===== config.mk =====
export PLATFORM = sky130hd
export DESIGN_NAME = adc_result_interrupt_logic
export DESIGN_NICKNAME = d
export VERILOG_FILES = /design/src/adc_irq_pkg.sv /design/src/adc_result_interrupt_logic.sv
export SDC_FILE = /design/constraint.sdc
export NUM_CORES = 1
export LEC_CHECK = 0
export BUFFER_PORTS_ARGS = -buffer_cell sky130_fd_sc_hd__buf_2
export CAP_MARGIN = 20
export CORE_MARGIN = 2
export CORE_UTILIZATION = 49
export DETAILED_ROUTE_END_ITERATION = 6
export PLACE_DENSITY = 0.84
export SLEW_MARGIN = 10
export SYNTH_ARGS = -nofsm -noshare
export SYNTH_HDL_FRONTEND = slang
export SYNTH_SLANG_ARGS = --single-unit

===== constraint.sdc =====
create_clock -name clock -period 5.43 [get_ports clock]
set_clock_uncertainty 0.1 [all_clocks]
set_input_delay 0.543 -clock clock [delete_from_list [all_inputs] [get_ports clock]]
set_output_delay 0.543 -clock clock [all_outputs]
set_load 0.02 [all_outputs]

===== src/adc_irq_pkg.sv =====
// package: register map, vector codes and carrier types for the result interrupt logic
package adc_irq_pkg;
  // ==========================================================
  // register byte offsets
  localparam logic [11:0] enable_offset = 12'h000;
  localparam logic [11:0] flags_offset = 12'h004;
  localparam logic [11:0] vector_offset = 12'h008;
  // ==========================================================
  // reset values
  localparam logic [15:0] enable_reset = 16'h0000;
  localparam logic [15:0] flags_reset = 16'h0000;
  // ==========================================================
  // vector codes
  localparam logic [15:0] vec_none = 16'h0000;
  localparam logic [15:0] vec_mem_overflow = 16'h0002;
  localparam logic [15:0] vec_time_overflow = 16'h0004;
  localparam logic [15:0] vec_flag_base = 16'h0006;
  localparam int slot_count = 16;

  // apb request from the master
  typedef struct packed {
    logic psel;
    logic penable;
    logic pwrite;
    logic [11:0] paddr;
    logic [31:0] pwdata;
  } apb_req_t;

  // apb answer to the master
  typedef struct packed {
    logic pready;
    logic pslverr;
    logic [31:0] prdata;
  } apb_rsp_t;

  // conversion engine events, one load and one access bit per result slot, plus one bit for each of the two overflows
  typedef struct packed {
    logic [15:0] slot_loaded;
    logic [15:0] slot_accessed;
    logic mem_overflow;
    logic time_overflow;
  } conv_events_t;
endpackage : adc_irq_pkg


===== src/adc_result_interrupt_logic.sv =====
// design: interrupt enables, result-ready flags and priority vector of a 12-bit adc
`timescale 1ns/10ps
// Overview of operation
// - sixteen enable bits reset to zero, and a set bit lets its flag request an interrupt.
// - a slot's result-ready flag sets whenever that slot is loaded with a new result.
// - a flag clears when its slot is accessed or when software writes zero to it, and flags reset to zero.
// - the vector reads zero when nothing is pending.
// - result-memory overflow reads 2 and ranks highest, conversion-time overflow reads 4 next.
// - flags 0 to 15 read 6 to 0x24 in steps of two, flag 0 first, flag 15 last.
module adc_result_interrupt_logic (
  // clock and reset
  input wire logic clock,
  input wire logic rst_n,
  // apb slave
  input wire adc_irq_pkg::apb_req_t apb_req,
  output adc_irq_pkg::apb_rsp_t apb_rsp,
  // conversion engine
  input wire adc_irq_pkg::conv_events_t conv_events,
  // cpu interrupt request
  output logic irq
);

  // ==========================================================
  // reset release
  logic rst_meta_n;
  logic rst_sync_n;

  // two-stage release of the asynchronous reset
  always_ff @(posedge clock or negedge rst_n) begin
    if (!rst_n) begin
      rst_meta_n <= 1'b0;
      rst_sync_n <= 1'b0;
    end else begin
      rst_meta_n <= 1'b1;
      rst_sync_n <= rst_meta_n;
    end
  end

  // ==========================================================
  // bus decode
  logic [15:0] result_interrupt_enable;
  logic [15:0] result_interrupt_flags;
  logic [15:0] interrupt_vector;
  logic mem_overflow_pending;
  logic time_overflow_pending;
  wire access_phase = apb_req.psel && apb_req.penable && !apb_rsp.pready;
  wire hit_enable = apb_req.paddr == adc_irq_pkg::enable_offset;
  wire hit_flags = apb_req.paddr == adc_irq_pkg::flags_offset;
  wire hit_vector = apb_req.paddr == adc_irq_pkg::vector_offset;
  wire hit_any = hit_enable || hit_flags || hit_vector;
  wire wr_enable = access_phase && apb_req.pwrite && hit_enable;
  wire wr_flags = access_phase && apb_req.pwrite && hit_flags;
  wire rd_vector = access_phase && !apb_req.pwrite && hit_vector;
  wire [15:0] read_mux = hit_enable ? result_interrupt_enable :
                         hit_flags ? result_interrupt_flags :
                         hit_vector ? interrupt_vector : 16'h0000;

  // ==========================================================
  // priority encoder
  function automatic logic [15:0] encode_vector(input logic mem_ov, input logic time_ov,
                                               input logic [15:0] active);
    logic [15:0] code;
    code = adc_irq_pkg::vec_none;
    for (int i = adc_irq_pkg::slot_count - 1; i >= 0; i--) begin
      if (active[i]) begin
        code = adc_irq_pkg::vec_flag_base + 16'(2 * i);
      end
    end
    if (time_ov) begin
      code = adc_irq_pkg::vec_time_overflow;
    end
    if (mem_ov) begin
      code = adc_irq_pkg::vec_mem_overflow;
    end
    return code;
  endfunction : encode_vector

  wire [15:0] active_flags = result_interrupt_flags & result_interrupt_enable;
  wire [15:0] next_vector = encode_vector(mem_overflow_pending, time_overflow_pending, active_flags);
  wire next_irq = mem_overflow_pending || time_overflow_pending || (|active_flags);
  // a set in the same cycle beats any clear
  wire [15:0] flag_clear = conv_events.slot_accessed | (wr_flags ? ~apb_req.pwdata[15:0] : 16'h0000);
  wire [15:0] next_flags = (result_interrupt_flags & ~flag_clear) | conv_events.slot_loaded;
  // reading the vector while it shows an overflow acknowledges that overflow
  wire ack_mem = rd_vector && interrupt_vector == adc_irq_pkg::vec_mem_overflow;
  wire ack_time = rd_vector && interrupt_vector == adc_irq_pkg::vec_time_overflow;

  // ==========================================================
  // registers
  always_ff @(posedge clock or negedge rst_sync_n) begin
    if (!rst_sync_n) begin
      result_interrupt_enable <= adc_irq_pkg::enable_reset;
      result_interrupt_flags <= adc_irq_pkg::flags_reset;
    end else begin
      if (wr_enable) begin
        result_interrupt_enable <= apb_req.pwdata[15:0];
      end
      result_interrupt_flags <= next_flags;
    end
  end

  // overflow sources, set wins over acknowledge
  always_ff @(posedge clock or negedge rst_sync_n) begin
    if (!rst_sync_n) begin
      mem_overflow_pending <= 1'b0;
      time_overflow_pending <= 1'b0;
    end else begin
      mem_overflow_pending <= conv_events.mem_overflow || (mem_overflow_pending && !ack_mem);
      time_overflow_pending <= conv_events.time_overflow || (time_overflow_pending && !ack_time);
    end
  end

  // vector, request and bus answer
  always_ff @(posedge clock or negedge rst_sync_n) begin
    if (!rst_sync_n) begin
      interrupt_vector <= adc_irq_pkg::vec_none;
      irq <= 1'b0;
      apb_rsp <= '0;
    end else begin
      interrupt_vector <= next_vector;
      irq <= next_irq;
      apb_rsp.pready <= access_phase;
      apb_rsp.pslverr <= access_phase && !hit_any;
      apb_rsp.prdata <= access_phase && !apb_req.pwrite ? {16'h0000, read_mux} : 32'h0000_0000;
    end
  end

  // ==========================================================
  // checks
  property p_enable_blocks;
    @(posedge clock) disable iff (!rst_sync_n)
      (result_interrupt_enable == 16'h0000 && !mem_overflow_pending && !time_overflow_pending) |=> !irq;
  endproperty
  a_enable_blocks: assert property (p_enable_blocks) else $error("irq with all sources blocked");

  property p_flag_sets;
    @(posedge clock) disable iff (!rst_sync_n)
      conv_events.slot_loaded[0] |=> result_interrupt_flags[0];
  endproperty
  a_flag_sets: assert property (p_flag_sets) else $error("flag did not set on load");

  property p_access_clears;
    @(posedge clock) disable iff (!rst_sync_n)
      (conv_events.slot_accessed[3] && !conv_events.slot_loaded[3]) |=> !result_interrupt_flags[3];
  endproperty
  a_access_clears: assert property (p_access_clears) else $error("flag not cleared on access");

  property p_idle_zero;
    @(posedge clock) disable iff (!rst_sync_n)
      (!mem_overflow_pending && !time_overflow_pending && active_flags == 16'h0000) |=> interrupt_vector == 16'h0000;
  endproperty
  a_idle_zero: assert property (p_idle_zero) else $error("vector not zero when idle");

  property p_mem_first;
    @(posedge clock) disable iff (!rst_sync_n)
      mem_overflow_pending |=> interrupt_vector == 16'h0002;
  endproperty
  a_mem_first: assert property (p_mem_first) else $error("memory overflow not top");

  property p_time_next;
    @(posedge clock) disable iff (!rst_sync_n)
      (time_overflow_pending && !mem_overflow_pending) |=> interrupt_vector == 16'h0004;
  endproperty
  a_time_next: assert property (p_time_next) else $error("time overflow code wrong");

  property p_slot_codes;
    @(posedge clock) disable iff (!rst_sync_n)
      (!mem_overflow_pending && !time_overflow_pending && active_flags[0]) |=> interrupt_vector == 16'h0006;
  endproperty
  a_slot_codes: assert property (p_slot_codes) else $error("slot 0 code wrong");

  property p_last_code;
    @(posedge clock) disable iff (!rst_sync_n)
      (!mem_overflow_pending && !time_overflow_pending && active_flags == 16'h8000) |=> interrupt_vector == 16'h0024;
  endproperty
  a_last_code: assert property (p_last_code) else $error("slot 15 code wrong");

  property p_irq_tracks;
    @(posedge clock) disable iff (!rst_sync_n)
      irq == (interrupt_vector != 16'h0000);
  endproperty
  a_irq_tracks: assert property (p_irq_tracks) else $error("irq and vector disagree");

  // enable register takes exactly the written low half
  property p_enable_write;
    @(posedge clock) disable iff (!rst_sync_n)
      wr_enable |=> result_interrupt_enable == $past(apb_req.pwdata[15:0]);
  endproperty
  a_enable_write: assert property (p_enable_write) else $error("enable write not taken");

  // every loaded slot shows its flag one edge later
  property p_all_loads;
    @(posedge clock) disable iff (!rst_sync_n)
      (conv_events.slot_loaded != 16'h0000) |=>
        (result_interrupt_flags & $past(conv_events.slot_loaded)) == $past(conv_events.slot_loaded);
  endproperty
  a_all_loads: assert property (p_all_loads) else $error("loaded slot flag missing");

  // a load and an access in one cycle leave the flag set
  property p_set_wins;
    @(posedge clock) disable iff (!rst_sync_n)
      (conv_events.slot_loaded[2] && conv_events.slot_accessed[2]) |=> result_interrupt_flags[2];
  endproperty
  a_set_wins: assert property (p_set_wins) else $error("clear beat set on flag 2");

  // writing zero to a flag bit clears it
  property p_write_clears;
    @(posedge clock) disable iff (!rst_sync_n)
      (wr_flags && !apb_req.pwdata[5] && !conv_events.slot_loaded[5]) |=> !result_interrupt_flags[5];
  endproperty
  a_write_clears: assert property (p_write_clears) else $error("software clear of flag 5 failed");

  // reading the memory overflow code drops that source
  property p_mem_ack;
    @(posedge clock) disable iff (!rst_sync_n)
      (ack_mem && !conv_events.mem_overflow) |=> !mem_overflow_pending;
  endproperty
  a_mem_ack: assert property (p_mem_ack) else $error("memory overflow not acknowledged");

  // flag 1 wins when flag 0 is quiet
  property p_flag_one_code;
    @(posedge clock) disable iff (!rst_sync_n)
      (!mem_overflow_pending && !time_overflow_pending && active_flags[1:0] == 2'b10) |=> interrupt_vector == 16'h0008;
  endproperty
  a_flag_one_code: assert property (p_flag_one_code) else $error("slot 1 code wrong");

  // any pending enabled source raises the request
  property p_irq_raised;
    @(posedge clock) disable iff (!rst_sync_n)
      (mem_overflow_pending || time_overflow_pending || active_flags != 16'h0000) |=> irq;
  endproperty
  a_irq_raised: assert property (p_irq_raised) else $error("irq low with source pending");

endmodule : adc_result_interrupt_logic


=== Word-level counts from Yosys, hierarchy flattened ===
Index checks and enable logic that the tools add are counted.

* Bits in registers: 71
* Bits in latches: 0
* RAM bits: 0
* Bits in read-only memories: 0
* Output and inout port bits: 35
* Memories: 0

* Add/subtract/negate cells: 0
* $mul: 0
* Divide/modulo/power cells: 0
* Order comparisons: 0
* Equal/unequal tests: 4
* Shift operators: 0
* Muxes and demuxes: 23
* Bitwise logic cells: 6
* Reduce and logical (&&, ||, !) cells: 25

{| class="wikitable"
|+ Operator list
! operator !! count
|-
| two-way mux 16 bit || 19
|-
| bitwise AND 16 bit || 2
|-
| inverter 16 bit || 2
|-
| bitwise OR 16 bit || 2
|-
| two-way mux 6 bit || 4
|-
| == test 16 x 2 -> 1 bit (second input constant) || 1
|-
| == test 16 x 3 -> 1 bit (second input constant) || 1
|-
| OR reduction 16 bit || 1
|-
| == test 12 x 3 -> 1 bit (second input constant) || 1
|-
| == test 12 x 4 -> 1 bit (second input constant) || 1
|-
| logical AND 1 bit || 12
|-
| logical NOT 12 bit || 1
|-
| logical OR 1 bit || 6
|-
| logical NOT 1 bit || 5
|}

=== Longest topological paths before layout ===
* Depth after elaboration: 19
* Depth in mapped cells: 6
* Gate-level depth less buffers: 4

=== Least setup slack after synthesis ===
OpenSTA, ideal clock, no wires.

* Path type: input -> register
* From: input port apb_req[35] in the netlist's numbering
* To: register result_interrupt_enable[10]
* Library setup time: 125 ps
* Arrival time: 1850 ps
* Slack: 3355 ps
* Cell stages on the path: 6
* Path buffers: 2
* Path through: buf_6 -> nor4b_4 -> nand4_4 -> nor2_4 -> buf_4 -> mux2_2

* Longest elaborated chain between the ends: 2

{| class="wikitable"
|+ Ends and longest elaborated chain
! element !! line !! source
|-
| start: declaration || adc_result_interrupt_logic.sv:15 || <nowiki>input wire adc_irq_pkg::apb_req_t apb_req,</nowiki>
|-
| logical NOT 12 bit || adc_result_interrupt_logic.sv:47 || <nowiki>wire hit_enable = apb_req.paddr == adc_irq_pkg::enable_offset;</nowiki>
|-
| logical AND 1 bit || adc_result_interrupt_logic.sv:51 || <nowiki>wire wr_enable = access_phase && apb_req.pwrite && hit_enable;</nowiki>
|-
| end signal: assignment || adc_result_interrupt_logic.sv:92 || <nowiki>result_interrupt_enable <= adc_irq_pkg::enable_reset;</nowiki>
|-
| end signal: assignment || adc_result_interrupt_logic.sv:96 || <nowiki>result_interrupt_enable <= apb_req.pwdata[15:0];</nowiki>
|-
| end: declaration || adc_result_interrupt_logic.sv:41 || <nowiki>logic [15:0] result_interrupt_enable;</nowiki>
|}

No other way between the ends.
A chain may end at the register's enable or synchronous reset.

=== Final worst setup path ===
* From: input port apb_req[33] in the netlist's numbering
* To: register result_interrupt_enable[7]

Same word-level chain as after synthesis.

==> metrics.csv <==
metric;value;unit
status;finished clean;
Mapped Area;0.002942;mm^2
Worst-Margin Slew;0.8188;ns
Max Slew Vio Count;0;
XOR/XNOR share of the synthesized area;0;%
CP Launch Type;primary input;
Layout area overhead;21.23;%
PostCTS Resize Cnt;0;
switching fraction of total power;23.61;%
Final #Nets;431;
Clk pin slew, worst setup/hold paths;0.07;ns
Crit Path Class;primary input to flip-flop;
reg2reg setup slack;3.38;ns
Synth Area in Compound Gates;12.08;%
Pleak;1.800;nW
DRC;0;
crit path to;result_interrupt_enable[7];
Finished Core Util;60.95;%
clk_lat worst skew;0.34;ns
power per cell area;266.7;mW/mm^2
Initial DRC Count;103;
clk sinks;60;
DRT antenna net count;0;
RD Place Congestion;0.8595;
die width;81.48;um
Port-buffer cells;85;
RSZ-0062 raised after global routing;no;
# IOs;118;
clock tree buffer depth;2;
mux contribution to synthesized area;11.57;%
Total Wirelength;6.258;mm
number of hold buffers added after CTS;1;
crit path DAT;2.26;ns
number of global-route vias before repair;2124;
CP startpoint;apb_req[33];
row cnt;28;
post-synthesis adder-cell area fraction;0;%
period utilisation layout;39.40;%
grt total ovfl;0;
largest net degree at the start of global routing;59;
post-synthesis simple-gate area fraction;17.06;%
initial antenna violation count;0;
global-route wire length before repair;9.991;mm
fmax;467.4;MHz
post-DP HPWL;4.603;mm
Max-slew headroom;45.41;%
synthesized area per cell;11.36;um^2
Fin. Hold Viols;0;
CTS root buf;clkbuf_8;
Core Region;0.005851;mm^2
Die Y-Extent;81.48;um
worst ir drop on vdd;0.1352;mV
Cell Int Power;726.5;uW
TritonCTS clock tree;done;
TNS Setup;0;ns
FF-to-FF path depth;4;
worst-path maximum fanout;17;
type of the worst min-delay path;flip-flop to flip-flop;
Seq/Total Area, Yosys;51.04;%
total track usage;20.19;%
diode count;0;
worst endpoint required time;5.55;ns
Tmin final;2.139;ns
H-tree levels;3;
TritonCTS Buffers;9;
RR Startpoint;apb_rsp[33];
combinational share of power;8.7;%
largest family of logic cells by synthesized area;simple AND/OR/NAND/NOR gates;
Finish-stage setup viols;0;
starting density of the core;50.28;%
die area;0.006639;mm^2
wire per inst;14.62;um
vias per std cell;5.182;
TritonRoute pass-1 iters;4;
P_sw;224.5;uW
total power;951.0;uW
reg2reg end;result_interrupt_enable[7];
clock share of power;42.1;%
Setup Buffers After CTS;0;
synthesized instance count;259;
Yosys cell types;42;
vias post-DR;2218;
register bit count reported by yosys;60;
Worst setup EP type;flip-flop;
Flop pwr share;49.3;%
Warnings, synthesis;0;
share of cells above drive strength 1;38.24;%
max_cap viols;0;
-- Yosys cell counts --
master	number	area [um^2]
buf_6	2	22.52
o21bai_1	1	7.510
nor4bb_1	1	10.01
buf_4	17	127.6
or2_1	1	6.260
nor4_1	2	12.51
o21ai_0	1	5.000
mux2_2	16	180.2
nand4_1	4	25.02
a22o_1	2	17.52
nand4_4	1	21.27
buf_2	2	10.01
buf_1	1	3.750
a31oi_1	2	12.51
nor4b_1	1	8.760
nand3_1	4	20.02
a32o_1	2	20.02
a31o_1	12	105.1
nor3_1	3	15.01
dfrtp_1	60	1501
conb_1	2	7.510
nand2_1	12	45.04
clkbuf_1	2	7.510
nor2b_1	2	12.51
or3b_1	10	87.58
a211oi_1	2	15.01
nor2_4	1	11.26
a21oi_1	10	50.05
a22oi_1	6	45.04
nor4_4	2	42.54
a21boi_0	1	7.510
a21o_1	1	7.510
mux2i_1	16	160.2
nor2_1	24	90.09
a221o_1	1	10.01
a31o_2	4	35.03
nor4b_4	1	23.77
and3b_1	1	8.760
or3b_2	7	61.31
inv_1	17	63.81
o211ai_1	1	7.510
o32a_1	1	10.01
-- flip-flops by register name, indices dropped and copies added (netlist names) --
| name | count |
|---|---|
| irq | 1 |
| result_interrupt_enable | 16 |
| result_interrupt_flags | 16 |
| mem_overflow_pending | 1 |
| rst_sync_n | 1 |
| rst_meta_n | 1 |
| apb_rsp | 18 |
| time_overflow_pending | 1 |
| interrupt_vector | 5 |
-- area by class of cell --
class                           instances  area, um^2
Clock inverter                          5       50.05
Clock buffer                           11       151.4
Inverter                               17       63.81
Tap cell                               75       93.84
Timing Repair Buffer                   87       442.9
Fill cell                             493        2285
Multi-Input combinational cell        173        1261
Sequential cell                        60        1503
-- per-stage QoR --
stage               hold slack (ns)  area, um^2  std cells  worst slack [ns]
finish                       0.2640        3566        428             3.291
floorplan                    0.1474        2998        274             3.355
CTS                          0.2701        3566        428             3.285
global placement             0.2289        3354        411             2.980
global route                 0.2742        3566        428             3.185
detailed placement           0.2295        3354        411             2.931
-- power groups by stage --
stage,combinational [mW],sequential (mW),clock [mW]
2_1_floorplan,0.0495,0.480,0
5_1_grt,0.0919,0.470,0.430
4_1_cts,0.0833,0.468,0.406
3_5_place_dp,0.0825,0.476,0
3_3_place_gp,0.0805,0.475,0
6_report,0.0823,0.469,0.400
-- cell families (layout without fill, tap and decap cells) --
| group | after synthesis | in the layout |
|---|---|---|
| DFF | 60 | 60 |
| and+or+nand+nor | 77 | 77 |
| AOI/OAI and AO/OA | 47 | 47 |
| other | 2 | 17 |
| muxes | 32 | 32 |
| buffers and inverters | 41 | 120 |
-- layer usage --
layer	vias up	GRT usage [%]	part of all wire (%)
met2	74	31.39	49
met4	0	8.814	1.3
met3	6	6.703	6.2
met1	1061	25.77	43
met5	-	0	0
li1	1077	-	-
-- worst min-delay path by stage --
stage,start,to,slack [ns],cells past startpoint
2_1_floorplan,rst_n,rst_meta_n,0.15,0
6_report,rst_meta_n,rst_sync_n,0.26,0
5_1_grt,conv_events[22],result_interrupt_flags[4],0.27,2
3_5_place_dp,rst_n,rst_meta_n,0.23,1
4_1_cts,rst_meta_n,rst_sync_n,0.27,0
3_3_place_gp,rst_n,rst_meta_n,0.23,1
-- cell usage in the layout, fill, tap and decap left out, types with 2 or more instances in the layout --
| master | synthesis | final |
|---|---|---|
| clkinv_2 | 0 | 4 |
| a31o_2 | 4 | 4 |
| nand2_1 | 12 | 12 |
| mux2i_1 | 16 | 16 |
| or3b_1 | 10 | 10 |
| mux2_2 | 16 | 16 |
| a22o_1 | 2 | 2 |
| a22oi_1 | 6 | 6 |
| nor2b_1 | 2 | 2 |
| a31o_1 | 12 | 12 |
| nand3_1 | 4 | 4 |
| nand4_1 | 4 | 4 |
| a32o_1 | 2 | 2 |
| a31oi_1 | 2 | 2 |
| a21oi_1 | 10 | 10 |
| inv_1 | 17 | 17 |
| nor4_4 | 2 | 2 |
| nor3_1 | 3 | 3 |
| clkbuf_8 | 0 | 11 |
| nor2_1 | 24 | 24 |
| dfrtp_1 | 60 | 59 |
| a211oi_1 | 2 | 2 |
| or3b_2 | 7 | 7 |
| buf_2 | 2 | 85 |
| nor4_1 | 2 | 2 |
| conb_1 | 2 | 17 |
-- critical path, cell delays in order --
cell     delay (ns)
buf_2          0.11
nor4_4         0.36
nand4_4        0.35
nor2_4         0.49
mux2_2         0.39
Power figures use the tool's default switching activity.
